==> config.mk <==
export PLATFORM = sky130hd
export DESIGN_NAME = tsr_telemetry_status_regs
export DESIGN_NICKNAME = d
export VERILOG_FILES = /design/src/core/tsr_pkg.sv /design/src/core/tsr_refresh_tick.sv /design/src/core/tsr_telemetry_status_regs.sv
export SDC_FILE = /design/constraint.sdc
export NUM_CORES = 1
export LEC_CHECK = 0
export BUFFER_PORTS_ARGS = -buffer_cell sky130_fd_sc_hd__buf_4
export CORE_UTILIZATION = 54
export CTS_CLUSTER_SIZE = 25
export DETAILED_ROUTE_END_ITERATION = 10
export GPL_TIMING_DRIVEN = 0
export PLACE_DENSITY = 0.8
export SYNTH_ARGS = -nofsm -noshare
export SYNTH_HDL_FRONTEND = slang
export SYNTH_SLANG_ARGS = --single-unit
export TNS_END_PERCENT = 100
==> constraint.sdc <==
create_clock -name mclk_i -period 1.85 [get_ports mclk_i]
set_input_delay 0.185 -clock mclk_i [delete_from_list [all_inputs] [get_ports mclk_i]]
set_output_delay 0.185 -clock mclk_i [all_outputs]
set_load 0.02 [all_outputs]
==> src/core/tsr_pkg.sv <==
package tsr_pkg;
  // ****************************************************************
  // command codes
  // ****************************************************************
  localparam logic [7:0] CMD_FAULT_CLEAR = 8'h03;
  localparam logic [7:0] CMD_VENDOR_STATUS = 8'h80;
  localparam logic [7:0] CMD_INPUT_VOLTAGE = 8'h88;
  localparam logic [7:0] CMD_INPUT_CURRENT = 8'h89;
  localparam logic [7:0] CMD_OUTPUT_VOLTAGE = 8'h8B;
  localparam logic [7:0] CMD_OUTPUT_CURRENT = 8'h8C;

  // ****************************************************************
  // status bit positions and reset values
  // ****************************************************************
  localparam int BIT_NO_OP_CYCLE = 2;
  localparam int BIT_STAGE_OVERTEMP = 1;
  localparam int BIT_DRIVER_SUPPLY_UV = 0;
  localparam logic [7:0] STATUS_RESET = 8'h00;
  localparam logic [7:0] READING_RESET = 8'h00;
  localparam logic [7:0] UNMAPPED_READ = 8'h00;

  // ****************************************************************
  // timing
  // ****************************************************************
  localparam int CLK_HZ = 20_000_000;
  localparam int SLOW_REFRESH_US = 190;
  localparam int FAST_REFRESH_US = 95;
  localparam int SLOW_REFRESH_CYC = SLOW_REFRESH_US * (CLK_HZ / 1_000_000);
  localparam int FAST_REFRESH_CYC = FAST_REFRESH_US * (CLK_HZ / 1_000_000);
  localparam int TICK_W = 12;

  // ****************************************************************
  // voltage step selection
  // ****************************************************************
  typedef enum logic [0:0] {
    TSR_STEP_5MV = 1'b0,
    TSR_STEP_10MV = 1'b1
  } tsr_step_e;
endpackage : tsr_pkg

==> src/core/tsr_refresh_tick.sv <==
`timescale 1ns/1ps
`default_nettype none
module tsr_refresh_tick #(
  parameter int PERIOD = 3800
) (
  input wire logic mclk_i,
  input wire logic reset_n_i,
  output logic tick_o
);
  import tsr_pkg::*;

  logic [TICK_W-1:0] cnt_r;
  logic [TICK_W-1:0] cnt_nxt;
  logic tick_r;
  logic tick_nxt;

  localparam logic [TICK_W-1:0] LAST = TICK_W'(PERIOD - 1);

  always_comb begin
    tick_nxt = 1'b0;
    cnt_nxt = cnt_r + 1'b1;
    if (cnt_r == LAST) begin
      cnt_nxt = '0;
      tick_nxt = 1'b1;
    end
  end

  always_ff @(posedge mclk_i or negedge reset_n_i) begin
    if (!reset_n_i) begin
      cnt_r <= '0;
      tick_r <= 1'b0;
    end else begin
      cnt_r <= cnt_nxt;
      tick_r <= tick_nxt;
    end
  end

  assign tick_o = tick_r;
endmodule : tsr_refresh_tick
`default_nettype wire

==> src/core/tsr_telemetry_status_regs.sv <==
`timescale 1ns/1ps
`default_nettype none
module tsr_telemetry_status_regs (
  input wire logic mclk_i,
  input wire logic reset_n_i,
  // command port from the serial interface
  input wire logic [7:0] cmd_code_i,
  input wire logic rd_strobe_i,
  input wire logic wr_strobe_i,
  input wire logic send_byte_i,
  input wire logic [7:0] wr_data_i,
  output logic [7:0] rd_data_o,
  output logic rd_valid_o,
  // fault events and comparators
  input wire logic no_op_cycle_i,
  input wire logic stage_overtemp_i,
  input wire logic driver_supply_uv_i,
  // converter samples
  input wire logic [7:0] vin_sample_i,
  input wire logic [7:0] iin_sample_i,
  input wire logic [8:0] vout_sample_i,
  input wire logic [7:0] iout_sample_i,
  input wire tsr_pkg::tsr_step_e vout_step_i,
  output logic [7:0] vendor_fault_status_o
);
  import tsr_pkg::*;

  // ****************************************************************
  // refresh timebases
  // ****************************************************************
  logic slow_tick;
  logic fast_tick;

  tsr_refresh_tick #(.PERIOD(SLOW_REFRESH_CYC)) u_slow_tick (
    .mclk_i(mclk_i),
    .reset_n_i(reset_n_i),
    .tick_o(slow_tick)
  );

  tsr_refresh_tick #(.PERIOD(FAST_REFRESH_CYC)) u_fast_tick (
    .mclk_i(mclk_i),
    .reset_n_i(reset_n_i),
    .tick_o(fast_tick)
  );

  // ****************************************************************
  // telemetry holding registers
  // ****************************************************************
  logic [7:0] vin_r;
  logic [7:0] vin_nxt;
  logic [7:0] iin_r;
  logic [7:0] iin_nxt;
  logic [7:0] vout_r;
  logic [7:0] vout_nxt;
  logic [7:0] iout_r;
  logic [7:0] iout_nxt;
  logic [7:0] vout_scaled;

  always_comb begin
    // 10 mV step halves resolution; 5 mV keeps low byte, clipped to range
    if (vout_step_i == TSR_STEP_10MV) begin
      vout_scaled = vout_sample_i[8:1];
    end else begin
      vout_scaled = vout_sample_i[8] ? 8'hFF : vout_sample_i[7:0];
    end
  end

  // slow pair: input and output voltage
  always_comb begin
    vin_nxt = vin_r;
    vout_nxt = vout_r;
    // whole byte loaded on one edge; a read sees old or new, never both
    if (slow_tick) begin
      vin_nxt = vin_sample_i;
      vout_nxt = vout_scaled;
    end
  end

  always_ff @(posedge mclk_i or negedge reset_n_i) begin
    if (!reset_n_i) begin
      vin_r <= READING_RESET;
      vout_r <= READING_RESET;
    end else begin
      vin_r <= vin_nxt;
      vout_r <= vout_nxt;
    end
  end

  // fast pair: input and output current
  always_comb begin
    iin_nxt = iin_r;
    iout_nxt = iout_r;
    if (fast_tick) begin
      iin_nxt = iin_sample_i;
      iout_nxt = iout_sample_i;
    end
  end

  always_ff @(posedge mclk_i or negedge reset_n_i) begin
    if (!reset_n_i) begin
      iin_r <= READING_RESET;
      iout_r <= READING_RESET;
    end else begin
      iin_r <= iin_nxt;
      iout_r <= iout_nxt;
    end
  end

  // ****************************************************************
  // vendor fault status
  // ****************************************************************
  logic noc_r;
  logic noc_nxt;
  logic uv_r;
  logic uv_nxt;
  logic ot_r;
  logic ot_nxt;
  logic clr_all;
  logic wr_status;

  always_comb begin
    clr_all = send_byte_i && (cmd_code_i == CMD_FAULT_CLEAR);
    wr_status = wr_strobe_i && (cmd_code_i == CMD_VENDOR_STATUS);
    noc_nxt = noc_r;
    uv_nxt = uv_r;
    if (clr_all || (wr_status && wr_data_i[BIT_NO_OP_CYCLE])) begin
      noc_nxt = 1'b0;
    end
    if (clr_all || (wr_status && wr_data_i[BIT_DRIVER_SUPPLY_UV])) begin
      uv_nxt = 1'b0;
    end
    // set after clear: an event in the clear cycle survives
    if (no_op_cycle_i) begin
      noc_nxt = 1'b1;
    end
    if (driver_supply_uv_i) begin
      uv_nxt = 1'b1;
    end
    ot_nxt = stage_overtemp_i;
  end

  always_ff @(posedge mclk_i or negedge reset_n_i) begin
    if (!reset_n_i) begin
      noc_r <= STATUS_RESET[BIT_NO_OP_CYCLE];
      uv_r <= STATUS_RESET[BIT_DRIVER_SUPPLY_UV];
      ot_r <= STATUS_RESET[BIT_STAGE_OVERTEMP];
    end else begin
      noc_r <= noc_nxt;
      uv_r <= uv_nxt;
      ot_r <= ot_nxt;
    end
  end

  // ****************************************************************
  // read port
  // ****************************************************************
  logic [7:0] status_now;
  logic [7:0] rd_data_r;
  logic [7:0] rd_data_nxt;
  logic rd_valid_r;
  logic rd_valid_nxt;
  logic [7:0] status_r;

  always_comb begin
    status_now = STATUS_RESET;
    status_now[BIT_NO_OP_CYCLE] = noc_r;
    status_now[BIT_STAGE_OVERTEMP] = ot_r;
    status_now[BIT_DRIVER_SUPPLY_UV] = uv_r;
  end

  always_comb begin
    rd_valid_nxt = rd_strobe_i;
    rd_data_nxt = rd_data_r;
    if (rd_strobe_i) begin
      case (cmd_code_i)
        CMD_VENDOR_STATUS: rd_data_nxt = status_now;
        CMD_INPUT_VOLTAGE: rd_data_nxt = vin_r;
        CMD_INPUT_CURRENT: rd_data_nxt = iin_r;
        CMD_OUTPUT_VOLTAGE: rd_data_nxt = vout_r;
        CMD_OUTPUT_CURRENT: rd_data_nxt = iout_r;
        default: rd_data_nxt = UNMAPPED_READ;
      endcase
    end
  end

  always_ff @(posedge mclk_i or negedge reset_n_i) begin
    if (!reset_n_i) begin
      rd_data_r <= READING_RESET;
      rd_valid_r <= 1'b0;
      status_r <= STATUS_RESET;
    end else begin
      rd_data_r <= rd_data_nxt;
      rd_valid_r <= rd_valid_nxt;
      status_r <= status_now;
    end
  end

  assign rd_data_o = rd_data_r;
  assign rd_valid_o = rd_valid_r;
  assign vendor_fault_status_o = status_r;
endmodule : tsr_telemetry_status_regs
`default_nettype wire

**After elaboration in Yosys (flattened, before gate mapping)**

Cells that the tools add are included.

- Register bits after elaboration: 73
- Bits of input ports: 58
- Word-level logic and storage cells: 43

- $add $sub $neg: 2
- Equal/unequal tests: 8
- Multiplexer cells: 11
- Reduce and logical (&&, ||, !) cells: 8

Operator list:

| operator | count |
|---|---|
| == test 8 bit, second input constant | 5 |
| case mux 8 bit (5 select lines) | 1 |
| adder 12 x 1 -> 12 bit, second input constant | 2 |
| 2-to-1 mux 12 bit | 2 |
| 2-to-1 mux 8 bit | 2 |
| == test 12 x 11 -> 1 bit, second input constant | 1 |
| == test 12 bit, second input constant | 1 |
| == test 8 x 2 -> 1 bit, second input constant | 1 |
| 2-to-1 mux 1 bit | 6 |
| logical AND 1 bit | 4 |
| nonzero test 2 bit | 2 |
| logical OR 1 bit | 2 |

**Logic depth before layout (Yosys ltp)**

- Word-level depth: 6
- Mapped depth: 6

**Hierarchy**

Synthesis repeated with hierarchy kept, for this count alone.

- Cell total of the unflattened synthesis: 292
- Area total of the unflattened synthesis: 3349.5 sq um

Modules (own cells, without submodules):

| module | instances | cells each | area an instance (sq um) |
|---|---|---|---|
| tsr_telemetry_status_regs | 1 | 179 | 2129.5 |
| tsr_refresh_tick (u_fast_tick) | 1 | 59 | 631.9 |
| tsr_refresh_tick (u_slow_tick) | 1 | 54 | 588.1 |

**Worst setup path after synthesis**

No wires, ideal clock.

- Kind: reg2reg
- From: register u_fast_tick.cnt_r[7]
- To: register u_fast_tick.cnt_r[11]
- Setup time: 125 ps
- Arrival time: 1579 ps
- Data required time: 1725 ps
- Path slack: 146 ps
- Cell stages (with the launch flop): 5
- Buffers on the path: 0
- Cells stage by stage: dfrtp_1 -> or4_4 -> nor4_4 -> nor2_1 -> mux2_2

- Cells in the longest elaborated chain, start to end: 2
- Elaborated cells on any way between the ends: 3
- Those cells by class: add/sub: 1; eq/ne: 1; mux: 1

RTL lines:

| element | line | text |
|---|---|---|
| start: declaration | tsr_refresh_tick.sv:12 | `logic [TICK_W-1:0] cnt_r;` |
| start signal: assignment | tsr_refresh_tick.sv:33 | `cnt_r <= cnt_nxt;` |
| adder 12 x 1 -> 12 bit / == test 12 x 11 -> 1 bit (equally long branches) | tsr_refresh_tick.sv:21, tsr_refresh_tick.sv:22 |  |
| 2-to-1 mux 12 bit (*) | tsr_refresh_tick.sv:22 | `if (cnt_r == LAST) begin` |
| named net u_fast_tick.cnt_nxt[11] | tsr_refresh_tick.sv:13 | `logic [TICK_W-1:0] cnt_nxt;` |

The timed path passes the listed nets; every way through them passes the cells marked *.
A chain may end at the register's enable or synchronous reset.

**Final worst setup path**

- From: register u_fast_tick.cnt_r[4]
- To: register u_fast_tick.cnt_r[11]

Same word-level chain as after synthesis.

==> impl_metrics.toml <==
[place]
hpwl_mm = 4.72
globalplace.congestion = 0.801
portBuffers = 62

[timing]
finalMaxSlewViolations = 0
rsz0062_at_grt = "no"
fmax_ghz = 0.562
whs_ns = 0.0249
hold_viol_final = 0
slew_headroom_pct = 40.3
min_period_over_period_pct = 96.2
worst_pin_slew_ns = 0.896
fin_tns_setup_ns = 0
setup_viol = 0
fin_worst_skew_ns = 0.0144
period_needed_ns = 1.78

[setup_path]
max_stage_delay_ns = 0.55
rr_endpoint = "u_fast_tick.cnt_r[11]"
critPathRequiredTime_ns = 2.08
critPathKind = "flop to flop"
r2r_start = "u_fast_tick.cnt_r[4]"
end_kind = "flop"
cp_num_buf_inv = 0
critPathMaxFanout = 4
rr_worst_depth = 4
crit_slowest_cell = "or4_4"
arrival_ns = 2.01
cp-start-kind = "flop"
reg2reg_setup_slack_ns = 0.07
crit_path_cell_trace = "or4_4 > nor4_4 > nor2_1 > mux2_2"
cp_top_family = "simple AND/OR/NAND/NOR gates"

[layout]
area_growth_pct = 26.4
layout.nets = 429
multi_input_area_um2 = 1390
fillers = 433
n_antenna_cell = 0
seqCellArea_um2 = 1830
drive_above_1_share_pct = 34.5

[route]
wirelength_mm = 6.71
drt_first_pass_iters = 4
wl_per_cell_um = 14.9
postRouteAntennaNets = 0
vias = 2482
routed_via_density = 5.53
drc = 0
drt_iter0_markers = 162

[die]
io_pins = 75
dieHeight_um = 80.6
core_um2 = 5920
rows = 28
die_area_um2 = 6490
fp.dieW_um = 80.6
initial_core_util_pct = 56.3

[yosys]
synth-adder-area-share_pct = 0.751
synth_cell_types = 46
synth_ff_type = "dfrtp_1"
avgSynthCellArea_um2 = 11.6
synth_area_leader_cell = "dfrtp_1"
synthMuxAreaShare_pct = 12.9
synth_area_um2 = 3330
synth-edff-count = 0
async_flop_share_pct = 100
synth_top_area_share_pct = 54.8
yosys_warnings = 0
synth_area_leaders = "dfrtp_1 55%, mux2_2 11%, nand3_1 2.4%, nor2_1 2.4%, mux2i_1 2.1%"
synth_compound_area_share_pct = 9.88
synth_xor_area_share_pct = 3.68
synthTopCellsByCount = "73 x dfrtp_1, 32 x mux2_2, 21 x nor2_1"
synth-simple-area-share_pct = 13.7
yosysMostFrequentCell = "dfrtp_1"
ys_seq_area_share_pct = 54.8
synth_top_family_by_area = "simple AND/OR/NAND/NOR gates"
synth_seq_cells = 73
synthCells = 287

[grt]
antenna_found_initial = 0
grt.total_usage_pct = 23.0
grt_max_degree = 74
grt_pass1_vias = 2445
grt_pass1_wl_mm = 11.1
busiest_layer = "met2"
grt_use_met3_pct = 5.91
grt_util_met2_pct = 37.5
grt_use_met1_pct = 29.1
grt_remaining_overflow = 0

[cts]
clockBufferDepth = 2
clock_latency_ns = 0.35
cts_buffers = 9
cts_root_buf = "clkbuf_8"
htreeDepth = 3
clk_pin_slew_worst_paths_ns = 0.09
cts_tree = "done"
clock_sinks = 73

[hold_path]
hold_path_end = "noc_r"
worstHoldStart = "no_op_cycle_i"
hp-class = "input pin to flop"
holdPathStages = 2

[pwr]
powerDensity_nw_per_um2 = 800
irDropWorstVdd_uv = 430
leakagePower_nw = 1.97

[status]
status = "finished, final reports clean"

[run]
maxCapViolCount = 0
routing by layer:
layer  vias to the layer above  share of wire, %
li1                       1198                 -
met1                      1210                44
met2                        62                49
met3                        12               4.8
met4                         0               1.9
met5                         -                 0
report_power, final:
part / leakage, nW / switching (mW) / internal [mW]
combinational: 0.920 / 0.116 / 0.114
clock: 0.124 / 0.624 / 0.910
sequential: 0.922 / 0.00412 / 1.60
total: 1.97 / 0.744 / 2.63
how the worst max path moves through the flow:
stage	start	end	depth (start not counted)	slack [ns]
global placement	u_fast_tick.cnt_r[0]	u_fast_tick.cnt_r[11]	5	-0.06
finish	u_fast_tick.cnt_r[4]	u_fast_tick.cnt_r[11]	4	0.07
global route	u_fast_tick.cnt_r[7]	u_fast_tick.cnt_r[11]	4	0.006
CTS	u_slow_tick.cnt_r[0]	u_slow_tick.cnt_r[11]	5	0.03
floorplan	u_fast_tick.cnt_r[7]	u_fast_tick.cnt_r[11]	4	0.15
detailed placement	u_fast_tick.cnt_r[0]	u_fast_tick.cnt_r[11]	5	-0.1
cells in the final DEF, fill, tap and decap left out, types with 2 or more instances in the layout:
cell	Yosys	final
dfrtp_1	73	73
a32oi_1	5	5
a21oi_1	7	7
nand3_1	16	16
nor2b_1	3	3
o221ai_1	6	6
conb_1	1	5
clkbuf_1	12	11
clkbuf_8	0	9
and4_1	3	2
nand2_1	4	4
a31o_2	2	2
a22oi_1	3	3
xnor2_1	6	6
clkinv_4	0	2
nor4b_1	3	3
and3_1	2	2
nor2_1	21	21
inv_6	0	2
or2_2	2	2
or3_1	4	4
dlygate4sd3_1	0	4
nand4_1	8	8
buf_4	5	69
inv_1	13	13
o21ai_0	14	14
o2bb2ai_1	2	2
o22ai_1	5	5
bufinv_16	0	3
mux2i_1	7	7
mux2_2	32	32
xor2_1	8	8
cell families after synthesis:
logic type | count (synthesis)
simple gates | 78
flops | 73
compound gates | 49
mux | 39
buf+inv | 31
xor+xnor | 14
fa+ha+maj | 2
other cells | 1
worst reg2reg max path, cell delays in order (launching register included):
cell     delay [ns]
dfrtp_1        0.43
or4_4          0.55
nor4_4         0.34
nor2_1         0.07
mux2_2         0.27
stage by stage:
step	area, um2	instances	worst slack, ns	power (mW)	utilization, %
after global routing	4210	449	0.00605	3.49	71.1
after CTS	4200	448	0.0280	3.40	70.9
after global placement	3910	428	-0.0553	1.86	66.0
final	4210	449	0.0707	3.37	71.1
after floorplan	3350	291	0.146	1.72	-
after detailed placement	3910	428	-0.0964	1.86	66.0
layout make-up:
class | count | share of cell area [%]
Multi-Input combinational cell | 187 | 33.0
Clock buffer | 9 | 2.94
Inverter | 13 | 1.16
Tap cell | 75 | 2.23
Timing Repair Buffer | 68 | 12.4
Sequential cell | 73 | 43.4
Clock inverter | 7 | 2.97
Buffer | 17 | 1.99
flip-flops by register name, indices dropped and copies added (netlist names):
register	count
uv_r	1
rd_data_o	8
vin_r	8
u_slow_tick.cnt_r	12
u_fast_tick.cnt_r	12
ot_r	1
rd_valid_o	1
vout_r	8
vendor_fault_status_o	3
u_slow_tick.tick_o	1
noc_r	1
u_fast_tick.tick_o	1
iin_r	8
iout_r	8
repair_timing:
action                                  CTS  global route
endpoints found under the hold margin    34             1
endpoints found under the setup margin    4             4
gates resized for setup                   0             2
hold buffers                              3             1
pin swaps                                 1             0
buffers inserted                          2             0
No activity file was read; power rests on OpenSTA's default activity.
